===== src/dals_cfg.svh =====
// Register offsets, field positions, reset values and settling counts
`ifndef DALS_CFG_SVH
`define DALS_CFG_SVH

// Register offsets on the plain register port
`define DALS_OFS_FILTER_CTRL 8'hda
`define DALS_OFS_PEAK_CTRL   8'hd9

// Field positions in modem_filter_control
`define DALS_BIT_MODEM_RST_N 0
`define DALS_BIT_PEAK_EN     1
`define DALS_BIT_SETTLE_LO   2
`define DALS_BIT_SETTLE_HI   3
`define DALS_BIT_LOCK_STAT   4
`define DALS_BIT_LOCK_MODE   5
`define DALS_BIT_LOCK_IN     6
`define DALS_BIT_RESERVED    7

// Field position of peak_level_offset in modem_peak_control
`define DALS_THR_HI 6

// Reset values: modem held in reset, automatic lock, peak remover off
`define DALS_RST_FILTER_CTRL 8'h00
`define DALS_RST_PEAK_CTRL   7'h00

// Automatic lock delay in baud periods per settling code
`define DALS_SETTLE_00 7'h0b
`define DALS_SETTLE_01 7'h16
`define DALS_SETTLE_10 7'h2b
`define DALS_SETTLE_11 7'h56

`endif


===== src/dals_pkg.sv =====
// Types shared by the demodulator averaging, lock and slicer logic
package dals_pkg;

  // Automatic lock sequencer states
  typedef enum logic [1:0] {
    ST_FREE   = 2'b00,
    ST_SETTLE = 2'b01,
    ST_HOLD   = 2'b10
  } dals_lock_e;

  typedef logic [1:0] dals_settle_t;

endpackage


===== src/dals_avg.sv =====
// Averaging filter: first-order tracker of the data DC level
`timescale 1ns/1ps
`default_nettype none

module dals_avg
  import dals_pkg::*;
#(
  parameter int W     = 10,
  parameter int SHIFT = 4
) (
  // Clock and reset
  input  wire logic                clk,
  input  wire logic                rst,
  // Control
  input  wire logic                clr,
  input  wire logic                upd,
  // Data
  input  wire logic signed [W-1:0] din,
  output var  logic signed [W-1:0] level
);

  localparam int AW = W + SHIFT;

  logic signed [AW-1:0] acc_q;
  logic signed [AW-1:0] acc_d;
  logic signed [AW-1:0] din_ext;
  logic signed [AW-1:0] err;

  // Fractional bits equal the shift; settling from above is exact, from below it stops up to one LSB short
  always_comb begin
    din_ext = AW'(din) <<< SHIFT;
    err     = din_ext - acc_q;
    acc_d   = acc_q;
    if (clr) begin
      acc_d = '0;
    end else if (upd) begin
      acc_d = acc_q + (err >>> SHIFT);
    end
  end

  // Accumulator register
  always_ff @(posedge clk or posedge rst) begin
    if (rst) begin
      acc_q <= '0;
    end else begin
      acc_q <= acc_d;
    end
  end

  assign level = acc_q[AW-1:SHIFT];

endmodule // dals_avg

`default_nettype wire


===== src/dals_top.sv =====
// Demodulator data decision: peak remover, averaging lock and slicer
//
// Decided for this implementation: the address-and-strobe port.
`timescale 1ns/1ps
`default_nettype none
`include "dals_cfg.svh"

module dals_top
  import dals_pkg::*;
#(
  parameter int SAMPLE_W  = 10,
  parameter int AVG_SHIFT = 4
) (
  // Clock and reset
  input  wire logic                       CLK_SYS,
  input  wire logic                       RST,
  // Register port
  input  wire logic [7:0]                 REG_ADDR,
  input  wire logic [7:0]                 REG_WDATA,
  input  wire logic                       REG_WR,
  input  wire logic                       REG_RD,
  output var  logic [7:0]                 REG_RDATA,
  // Main RF control levels
  input  wire logic                       MAIN_RESET_N,
  input  wire logic                       RX_POWER_DOWN,
  // Baud timing and detected frequency samples
  input  wire logic                       BAUD_TICK,
  input  wire logic                       SAMPLE_VALID,
  input  wire logic signed [SAMPLE_W-1:0] SAMPLE,
  // Decisions and status
  output var  logic                       DATA_OUT,
  output var  logic                       DATA_VALID,
  output var  logic                       AVG_LOCKED,
  output var  logic signed [SAMPLE_W-1:0] AVG_LEVEL
);

  localparam int DW = SAMPLE_W + 1;

  // Register state
  logic [6:0] ctl_q;
  logic [6:0] ctl_d;
  logic [6:0] ofs_q;
  logic [6:0] ofs_d;
  logic [7:0] rdata_q;
  logic [7:0] rdata_d;

  // Lock state
  dals_lock_e st_q;
  dals_lock_e st_d;
  logic [6:0] cnt_q;
  logic [6:0] cnt_d;
  logic       rx_q;
  logic       rx_d;
  logic       lock_q;
  logic       lock_d;

  // Data path state
  logic signed [SAMPLE_W-1:0] lim_q;
  logic signed [SAMPLE_W-1:0] lim_d;
  logic signed [SAMPLE_W-1:0] filt_q;
  logic signed [SAMPLE_W-1:0] filt_d;
  logic                       v1_q;
  logic                       v1_d;
  logic                       dout_q;
  logic                       dout_d;
  logic                       dval_q;
  logic                       dval_d;

  // Decoded controls
  logic         modem_rst;
  logic         lock_in;
  logic         lock_manual;
  logic         peak_en;
  dals_settle_t settle;
  logic [6:0]   settle_cnt;
  logic         rx_on;
  logic         avg_upd;
  logic signed [SAMPLE_W-1:0] avg_level;

  // Peak remover arithmetic
  logic signed [DW-1:0] diff;
  logic signed [DW-1:0] thr;
  logic signed [DW-1:0] lim_w;
  logic signed [DW-1:0] sum2;

  // Field decode from the control register
  always_comb begin
    lock_in     = ctl_q[`DALS_BIT_LOCK_IN];
    lock_manual = ctl_q[`DALS_BIT_LOCK_MODE];
    peak_en     = ctl_q[`DALS_BIT_PEAK_EN];
    settle      = ctl_q[`DALS_BIT_SETTLE_HI:`DALS_BIT_SETTLE_LO];
    // Either reset source clears the whole modem datapath
    modem_rst   = ~ctl_q[`DALS_BIT_MODEM_RST_N] | ~MAIN_RESET_N;
    rx_on       = ~RX_POWER_DOWN;
  end

  // Settling code to baud count
  always_comb begin
    unique case (settle)
      2'b00: settle_cnt = `DALS_SETTLE_00;
      2'b01: settle_cnt = `DALS_SETTLE_01;
      2'b10: settle_cnt = `DALS_SETTLE_10;
      2'b11: settle_cnt = `DALS_SETTLE_11;
    endcase
  end

  // Register writes; the status bit is not stored here
  always_comb begin
    ctl_d = ctl_q;
    ofs_d = ofs_q;
    if (REG_WR) begin
      if (REG_ADDR == `DALS_OFS_FILTER_CTRL) begin
        ctl_d = REG_WDATA[6:0];
        ctl_d[`DALS_BIT_LOCK_STAT] = 1'b0;
      end
      if (REG_ADDR == `DALS_OFS_PEAK_CTRL) begin
        ofs_d = REG_WDATA[`DALS_THR_HI:0];
      end
    end
  end

  // Read data one cycle after the strobe; unmapped addresses read zero
  always_comb begin
    rdata_d = 8'h00;
    if (REG_RD) begin
      if (REG_ADDR == `DALS_OFS_FILTER_CTRL) begin
        rdata_d = {1'b0, ctl_q};
        rdata_d[`DALS_BIT_LOCK_STAT] = lock_q;
      end else if (REG_ADDR == `DALS_OFS_PEAK_CTRL) begin
        rdata_d = {1'b0, ofs_q};
      end
    end
  end

  // Register file flops
  always_ff @(posedge CLK_SYS or posedge RST) begin
    if (RST) begin
      ctl_q   <= 7'(`DALS_RST_FILTER_CTRL);
      ofs_q   <= `DALS_RST_PEAK_CTRL;
      rdata_q <= 8'h00;
    end else begin
      ctl_q   <= ctl_d;
      ofs_q   <= ofs_d;
      rdata_q <= rdata_d;
    end
  end

  // Automatic lock sequencer; counting restarts on each receive entry
  // until a lock has been reached, after which the lock sticks
  always_comb begin
    st_d  = st_q;
    cnt_d = cnt_q;
    rx_d  = rx_on;
    if (modem_rst) begin
      st_d  = ST_FREE;
      cnt_d = 7'h00;
      rx_d  = 1'b0;
    end else begin
      unique case (st_q)
        ST_FREE: begin
          if (rx_on && !rx_q) begin
            st_d  = ST_SETTLE;
            cnt_d = 7'h00;
          end
        end
        ST_SETTLE: begin
          if (rx_on && BAUD_TICK) begin
            cnt_d = cnt_q + 7'h01;
            if (cnt_q + 7'h01 >= settle_cnt) begin
              st_d = ST_HOLD;
            end
          end else if (!rx_on) begin
            st_d = ST_FREE;
          end
        end
        ST_HOLD: begin
          st_d = ST_HOLD;
        end
        default: begin
          st_d  = ST_FREE;
          cnt_d = 7'h00;
        end
      endcase
    end
  end

  // Effective lock: manual follows the input bit, automatic the sequencer
  always_comb begin
    if (modem_rst) begin
      lock_d = 1'b0;
    end else if (lock_manual) begin
      lock_d = lock_in;
    end else begin
      lock_d = (st_d == ST_HOLD);
    end
  end

  // Lock state flops
  always_ff @(posedge CLK_SYS or posedge RST) begin
    if (RST) begin
      st_q   <= ST_FREE;
      cnt_q  <= 7'h00;
      rx_q   <= 1'b0;
      lock_q <= 1'b0;
    end else begin
      st_q   <= st_d;
      cnt_q  <= cnt_d;
      rx_q   <= rx_d;
      lock_q <= lock_d;
    end
  end

  // Peak remover clamps each step to the offset; off, it passes through
  always_comb begin
    diff  = DW'(SAMPLE) - DW'(lim_q);
    thr   = DW'({1'b0, ofs_q});
    lim_w = DW'(SAMPLE);
    if (peak_en) begin
      if (diff > thr) begin
        lim_w = DW'(lim_q) + thr;
      end else if (diff < -thr) begin
        lim_w = DW'(lim_q) - thr;
      end
    end
  end

  // Data filter: two-tap mean of successive cleaned samples
  always_comb begin
    lim_d  = lim_q;
    filt_d = filt_q;
    v1_d   = 1'b0;
    sum2   = '0;
    if (modem_rst) begin
      lim_d  = '0;
      filt_d = '0;
    end else if (SAMPLE_VALID) begin
      lim_d  = lim_w[SAMPLE_W-1:0];
      sum2   = DW'(lim_d) + DW'(lim_q);
      filt_d = sum2[DW-1:1];
      v1_d   = 1'b1;
    end
  end

  // Averaging filter tracks only while receiving and unlocked, so a held
  // level stays put through power-down and transmit
  always_comb begin
    avg_upd = v1_q && rx_on && !lock_q;
  end

  dals_avg #(
    .W     (SAMPLE_W),
    .SHIFT (AVG_SHIFT)
  ) u_avg (
    .clk   (CLK_SYS),
    .rst   (RST),
    .clr   (modem_rst),
    .upd   (avg_upd),
    .din   (filt_q),
    .level (avg_level)
  );

  // Slicer: one decision per filtered sample
  always_comb begin
    dout_d = dout_q;
    dval_d = 1'b0;
    if (modem_rst) begin
      dout_d = 1'b0;
    end else if (v1_q) begin
      dout_d = (filt_q > avg_level);
      dval_d = 1'b1;
    end
  end

  // Data path flops
  always_ff @(posedge CLK_SYS or posedge RST) begin
    if (RST) begin
      lim_q  <= '0;
      filt_q <= '0;
      v1_q   <= 1'b0;
      dout_q <= 1'b0;
      dval_q <= 1'b0;
    end else begin
      lim_q  <= lim_d;
      filt_q <= filt_d;
      v1_q   <= v1_d;
      dout_q <= dout_d;
      dval_q <= dval_d;
    end
  end

  // Outputs straight from flops
  assign REG_RDATA  = rdata_q;
  assign DATA_OUT   = dout_q;
  assign DATA_VALID = dval_q;
  assign AVG_LOCKED = lock_q;
  assign AVG_LEVEL  = avg_level;

endmodule // dals_top

`default_nettype wire


===== config.mk =====
export PLATFORM = sky130hd
export DESIGN_NAME = dals_top
export DESIGN_NICKNAME = d
export VERILOG_FILES = /design/src/dals_pkg.sv /design/src/dals_avg.sv /design/src/dals_top.sv
export VERILOG_INCLUDE_DIRS = /design/src
export SDC_FILE = /design/constraint.sdc
export NUM_CORES = 1
export LEC_CHECK = 0
export BUFFER_PORTS_ARGS = -buffer_cell sky130_fd_sc_hd__buf_2
export CORE_AREA = 2 2 207 107
export CTS_CLUSTER_SIZE = 24
export DETAILED_ROUTE_END_ITERATION = 12
export DIE_AREA = 0 0 209 109
export GPL_TIMING_DRIVEN = 0
export PLACE_DENSITY = 0.45
export REMOVE_ABC_BUFFERS = 1
export SYNTH_ARGS = -nofsm -noshare
export SYNTH_HDL_FRONTEND = slang
export SYNTH_SLANG_ARGS = --single-unit

===== constraint.sdc =====
create_clock -name CLK_SYS -period 9 [get_ports CLK_SYS]
set_input_delay 1.8 -clock CLK_SYS [delete_from_list [all_inputs] [get_ports CLK_SYS]]
set_output_delay 1.8 -clock CLK_SYS [all_outputs]
set_load 0.02 [all_outputs]

==> results of run 1 <==
-- cell usage in the layout (no fill, tap or decap), types with 10 or more instances in the layout --
master,netlist,routed
a21o_1,18,18
nor3_1,15,15
nor2b_1,17,17
o21a_1,10,10
o21ai_0,25,25
ha_1,79,79
xnor2_1,24,24
a211oi_1,12,12
nand2b_1,11,11
nor2_1,51,51
buf_2,0,52
nand2_1,69,68
xor2_1,16,16
mux2_2,13,13
inv_1,70,69
nand3_1,16,16
a21oi_1,64,64
dfrtp_1,68,68
-- registers in the layout (all words and copies together), names as in the netlist, 2 cells and up --
register     cells
u_avg.acc_q     14
filt_q          10
lim_q           10
REG_RDATA        7
cnt_q            7
ofs_q            7
ctl_q            6
st_q             2
-- final timing paths --
check                          start              to  slack, ns  cells after the start
setup / recovery           SAMPLE[0]       filt_q[9]       1.10                     27
hold / removal             filt_q[6]       filt_q[6]       0.50                      2
setup reg to reg            lim_q[1]       filt_q[9]       2.18                     27
hold reg to reg            filt_q[6]       filt_q[6]       0.50                      2
max in group asynchronous        RST  u_avg.acc_q[9]       7.04                      3
min in group asynchronous        RST        cnt_q[1]       1.42                      2
-- critical path, cell delays in order --
cell and delay, ns:
buf_2 0.11, inv_1 0.10, ha_1 0.18, inv_1 0.06, fa_1 0.43, a211oi_1 0.36
o21ai_1 0.14, a221oi_2 0.34, ha_1 0.32, a21oi_1 0.15, nand2_1 0.08, o22ai_1 0.30
o2111ai_1 0.20, and2_2 0.33, o31ai_4 0.59, a222oi_1 0.27, ha_1 0.36, nor2b_1 0.15
o21ai_0 0.24, a21boi_0 0.17, o21ai_0 0.19, nand2b_1 0.11, a21o_1 0.20, a21o_1 0.20
a2111oi_0 0.39, a21oi_1 0.07, a211oi_1 0.24
-- cells by family (layout without fill, tap and decap cells) --
| kind of cell | Yosys count | count (layout) |
|---|---|---|
| other | 1 | 1 |
| buffers and inverters | 98 | 140 |
| muxes | 21 | 21 |
| adders and majority gates | 84 | 84 |
| and+or+nand+nor | 221 | 221 |
| AOI/OAI and AO/OA | 197 | 197 |
| xor gates and xnor gates | 40 | 40 |
| DFF | 68 | 68 |
-- cell type report --
cell class / instances / area [sq um]
Fill cell: 2234 / 14200
Clock inverter: 7 / 81.3
Multi-Input combinational cell: 564 / 4090
Clock buffer: 9 / 225
Inverter: 71 / 269
Sequential cell: 68 / 1700
Timing Repair Buffer: 53 / 288
Tap cell: 280 / 350
-- layer usage --
metal | up-vias | track usage | part of all wire | wire (um)
met1 | 2325 | 0.262 | 0.64 | 10400
met4 | 0 | 0.0260 | 0.0060 | 99
met3 | 11 | 0.0328 | 0.043 | 697
met2 | 96 | 0.180 | 0.32 | 5180
li1 | 2657 | - | - | -
met5 | - | 0 | 0 | 0
-- power groups by stage --
| stage | Clock, mW | Combinational (mW) | Sequential [mW] |
|---|---|---|---|
| after global placement | 0 | 0.178 | 0.323 |
| final | 0.371 | 0.179 | 0.318 |
| after detailed placement | 0 | 0.178 | 0.323 |
| after CTS | 0.381 | 0.179 | 0.318 |
| after floorplan | 0 | 0.128 | 0.320 |
| after global routing | 0.396 | 0.204 | 0.318 |
==> flow_summary_export.csv, run 1 <==
group,metric,value,unit
global_route,grt_pass1_wl,27.1,mm
timing,rsz0062_at_grt,"false",
route,wirelength,16.4,mm
timing,finalWorstSetupSlack,1.10,ns
logic_synthesis,yosysTopAreaCell,"dfrtp_1",
cells_and_area,n_antenna_cell,0,
critical_path,worst-endpoint-arrival,8.13,ns
floorplan,fp.dieArea,22800,sq um
clock_tree,cts_tree,"yes",
logic_synthesis,synth.cell_area,6210,sq um
critical_path,endpoint_kind,"flip-flop",
clock_tree,cts_max_level,3,
global_route,antenna_found_initial,0,
logic_synthesis,yosys-mux-area-fraction,0.0365,
clock_tree,clock_latency,0.34,ns
placed_design,post-dp-hpwl,13.0,mm
logic_synthesis,yosysUniqueCellTypes,71,
logic_synthesis,async_flop_share,1.00,
clock_tree,root_buffer,"clkbuf_16",
floorplan,core_area,21200,sq um
power,power.share.clock,0.428,
power,p_sw,0.269,mW
placed_design,numPortBuffers,52,
route,routed_via_density,4.84,
logic_synthesis,ys.flop_type,"dfrtp_1",
logic_synthesis,synth_top_area_frac,0.274,
power,intPower,0.600,mW
power,cellPowerDensity,124,nW/um^2
cells_and_area,drive_gt1_frac,0.124,
placed_design,place_area,6700,sq um
clock_tree,post_cts_resized,0,
cells_and_area,fin_cells,1052,
critical_path,critPathRequiredTime,9.23,ns
clock_tree,cts.sinks,68,
logic_synthesis,syn_area_per_cell,8.50,sq um
timing,fin_crit_sh,0.878,
clock_tree,max-clock-path-buffers,2,
cells_and_area,area_growth,12.8,%
cells_and_area,final_nets,885,
power,swShare,0.309,
power,combPwrFrac,0.207,
route,wl_per_cell,15.6,um
run_status,outcome,"finished, final reports clean",
global_route,first_global_vias,4811,
critical_path,start_kind,"primary input",
power,finalPower,0.869,mW
timing,fin_tns_setup,0,ns
logic_synthesis,synth_top_cells_by_count,"ha_1, inv_1, nand2_1",
clock_tree,holdBufCountCts,0,
critical_path,critPathMaxFanout,13,
route,dr.pass1.iters,4,
logic_synthesis,postSynthCellCount,730,
floorplan,io_pins,55,
min_path,min_path_type,"reg -> reg",
timing,slew_headroom,0.240,
timing,report.final.setup_viol,0,
clock_tree,postCtsSetupBuffers,0,
logic_synthesis,synthTopCellsByArea,"dfrtp_1, ha_1, a21oi_1, inv_1, nand2_1",
logic_synthesis,yosys.area_share.xor_xnor,0.0564,
floorplan,rows,38,
floorplan,initial_core_util,0.293,
logic_synthesis,synth-compound-area-share,0.213,
cells_and_area,post-route-util,0.331,
global_route,grt.total_usage,0.152,
clock_tree,cts.reportedPaths.clkPinSlew,0.06,ns
critical_path,worstSetupPathType,"in -> reg",
global_route,grt_max_degree,47,
timing,clock.fmax,0.127,GHz
logic_synthesis,yosys.area_share.simple,0.177,
job,cap_violations,0,
cells_and_area,fin_area,7000,sq um
logic_synthesis,yosysSeqAreaShare,0.274,
placed_design,placed_cells,1036,
logic_synthesis,synth.most_common_cell,"ha_1",
timing,drv_slew,0,
logic_synthesis,synth_top_family_by_area,"compound AO/OA/AOI/OAI gates",
power,seqPwrFrac,0.366,
route,drt_iter0_markers,376,
logic_synthesis,yosysWarnings,0,
logic_synthesis,synthAdderAreaFrac,0.175,
floorplan,die_h,109,um
route,ant_nets,0,
global_route,gr-total-overflow,0,
placed_design,place_congestion,0.796,
floorplan,die_w,209,um
route,drc,0,
route,num_vias,5089,
timing,worst_slew_pin_slew,1.14,ns
logic_synthesis,ys_ff_latch,68,
timing,period_minus_slack,7.90,ns
clock_tree,cts_buffers,9,
timing,fin_hold_ws,0.501,ns
timing,finalHoldViolations,0,
placed_design,dpl_worst_slack,0.807,ns
timing,finClkSkew,0.00723,ns
power,vdd_drop_max,86.2,uV
power,p_leak,3.32,nW
logic_synthesis,synth_edf_count,0,
Power figures use the tool's default switching activity.
==> inputs of run 2 (changes only) <==
--- a/config.mk
+++ b/config.mk
@@ -7,12 +7,13 @@
 export NUM_CORES = 1
 export LEC_CHECK = 0
 export BUFFER_PORTS_ARGS = -buffer_cell sky130_fd_sc_hd__buf_2
-export CORE_AREA = 2 2 207 107
+export CORE_AREA = 2 2 135 163
 export CTS_CLUSTER_SIZE = 24
 export DETAILED_ROUTE_END_ITERATION = 12
-export DIE_AREA = 0 0 209 109
+export DIE_AREA = 0 0 137 165
 export GPL_TIMING_DRIVEN = 0
-export PLACE_DENSITY = 0.45
+export HOLD_SLACK_MARGIN = 0.12
+export PLACE_DENSITY = 0.44
 export REMOVE_ABC_BUFFERS = 1
 export SYNTH_ARGS = -nofsm -noshare
 export SYNTH_HDL_FRONTEND = slang
==> constraint.sdc (replaced) <==
create_clock -name CLK_SYS -period 9 [get_ports CLK_SYS]
set_input_delay 0.9 -clock CLK_SYS [delete_from_list [all_inputs] [get_ports CLK_SYS]]
set_output_delay 0.9 -clock CLK_SYS [all_outputs]
set_load 0.02 [all_outputs]
==> run 2 against run 1 <==
Clock-buffer cell count is the same. Hold slack got worse by 0.0067 ns. Critical path depth is the same. Sequential cell count did not move. Largest power group unchanged.
==> flow_summary_export.csv, run 2 (synthesized netlist as in run 1, its figures left out) <==
group,metric,value,unit
run_status,outcome,"finished, final reports clean",
timing,period_minus_slack,6.72,ns
clock_tree,cts_tree,"yes",
critical_path,worst-endpoint-arrival,6.97,ns
timing,fin_crit_sh,0.747,
route,wl_per_cell,14.8,um
route,routed_via_density,5.01,
floorplan,die_w,137,um
power,cellPowerDensity,123,nW/um^2
clock_tree,max-clock-path-buffers,2,
timing,fin_tns_setup,0,ns
cells_and_area,final_nets,885,
global_route,gr-total-overflow,0,
cells_and_area,fillers,2197,
critical_path,endpoint_kind,"flip-flop",
clock_tree,cts_buffers,9,
power,vdd_drop_max,95.5,uV
power,p_leak,3.32,nW
route,dr.pass1.iters,4,
global_route,antenna_found_initial,0,
clock_tree,postCtsSetupBuffers,0,
global_route,grtUsageMet3,0.0230,
job,cap_violations,0,
placed_design,numPortBuffers,52,
placed_design,place_congestion,0.850,
clock_tree,cts.reportedPaths.clkPinSlew,0.06,ns
clock_tree,holdBufCountCts,0,
cells_and_area,seq_area,1700,sq um
route,wirelength,15.4,mm
floorplan,rows,58,
timing,rsz0062_at_grt,"false",
timing,clock.fmax,0.149,GHz
cells_and_area,area_growth,12.6,%
global_route,met2_usage,0.254,
route,drt_iter0_markers,186,
floorplan,fp.dieArea,22600,sq um
clock_tree,root_buffer,"clkbuf_16",
cells_and_area,top_register,"u_avg.acc_q",
timing,finClkSkew,0.0106,ns
cells_and_area,top_regs,"u_avg.acc_q x14, filt_q x10, lim_q x10",
route,ant_nets,0,
timing,report.final.setup_viol,0,
timing,drv_slew,0,
clock_tree,post_cts_resized,0,
cells_and_area,drive_gt1_frac,0.123,
floorplan,core_area,20900,sq um
route,num_vias,5217,
clock_tree,cts_max_level,3,
cells_and_area,n_antenna_cell,0,
critical_path,start_kind,"primary input",
clock_tree,cts.sinks,68,
timing,slew_headroom,0.374,
route,drc,0,
min_path,min_path_type,"reg -> reg",
floorplan,initial_core_util,0.297,
cells_and_area,multiInputGateArea,4090,sq um
global_route,first_global_vias,5258,
critical_path,worstSetupPathType,"in -> reg",
floorplan,io_pins,55,
timing,finalHoldViolations,0,
critical_path,critPathRequiredTime,9.25,ns
global_route,grt_pass1_wl,25.6,mm
global_route,grt_use_met1,0.173,
global_route,grt.total_usage,0.143,
clock_tree,clock_latency,0.34,ns
global_route,grt_max_degree,69,
cells_and_area,layout_commonest_cell,"ha_1",
global_route,grt.busiest_layer,"met2",
cells_and_area,largest_reg_flops,14,
cells_and_area,final_cell_mix,"ha_1, nand2_1, inv_1, dfrtp_1, a21oi_1",
placed_design,post-dp-hpwl,12.3,mm
timing,worst_slew_pin_slew,0.933,ns
floorplan,die_h,165,um
critical_path,critPathMaxFanout,13,
timing,fin_hold_ws,0.495,ns
-- run 2: final timing paths --
path / startpoint / endpoint / slack [ns] / cells past startpoint
hold reg to reg: filt_q[8] / filt_q[8] / 0.49 / 2
setup reg to reg: lim_q[1] / filt_q[9] / 2.37 / 27
hold / removal: filt_q[8] / filt_q[8] / 0.49 / 2
setup / recovery: SAMPLE[0] / filt_q[9] / 2.28 / 27
max in group asynchronous: RST / filt_q[5] / 7.70 / 2
min in group asynchronous: RST / DATA_VALID / 0.73 / 2
-- run 2: final cells by class --
cell class              instances  share of cell area
clock buffers                   9              0.0322
clock inverters                 7              0.0118
multi-input cells             564               0.585
repair buffers                 53              0.0412
inverters                      71              0.0385
well taps                     270              0.0483
flip-flops and latches         68               0.243
-- run 2: layer usage --
layer	wire [um]	vias up
met2	7850	61
li1	-	2659
met3	354	17
met5	0	-
met1	7000	2480
met4	220	0
-- run 2: worst max-delay path, cell delays in order --
cell and delay, ns:
buf_2 0.12, inv_1 0.10, ha_1 0.21, inv_1 0.06, fa_1 0.42, a211oi_1 0.29
o21ai_1 0.13, a221oi_2 0.35, ha_1 0.32, a21oi_1 0.15, nand2_1 0.07, o22ai_1 0.22
o2111ai_1 0.18, and2_2 0.32, o31ai_4 0.54, a222oi_1 0.27, ha_1 0.37, nor2b_1 0.16
o21ai_0 0.21, a21boi_0 0.16, o21ai_0 0.19, nand2b_1 0.11, a21o_1 0.20, a21o_1 0.19
a2111oi_0 0.41, a21oi_1 0.08, a211oi_1 0.23
-- run 2: stage by stage --
stage	worst slack [ns]	utilization	std cells	power [mW]	cell area (sq um)
finish	2.28	0.334	1042	0.862	6990
global route	1.90	0.334	1042	0.910	6990
detailed placement	1.94	0.320	1026	0.497	6680
CTS	2.28	0.334	1042	0.875	6990
global placement	1.88	0.318	1025	0.491	6650
floorplan	2.94	-	703	0.449	6050
-- run 2: power by group --
part	switching (mW)	internal, mW
combinational	0.102	0.0715
clock	0.152	0.219
sequential	0.00805	0.309
total	0.262	0.600
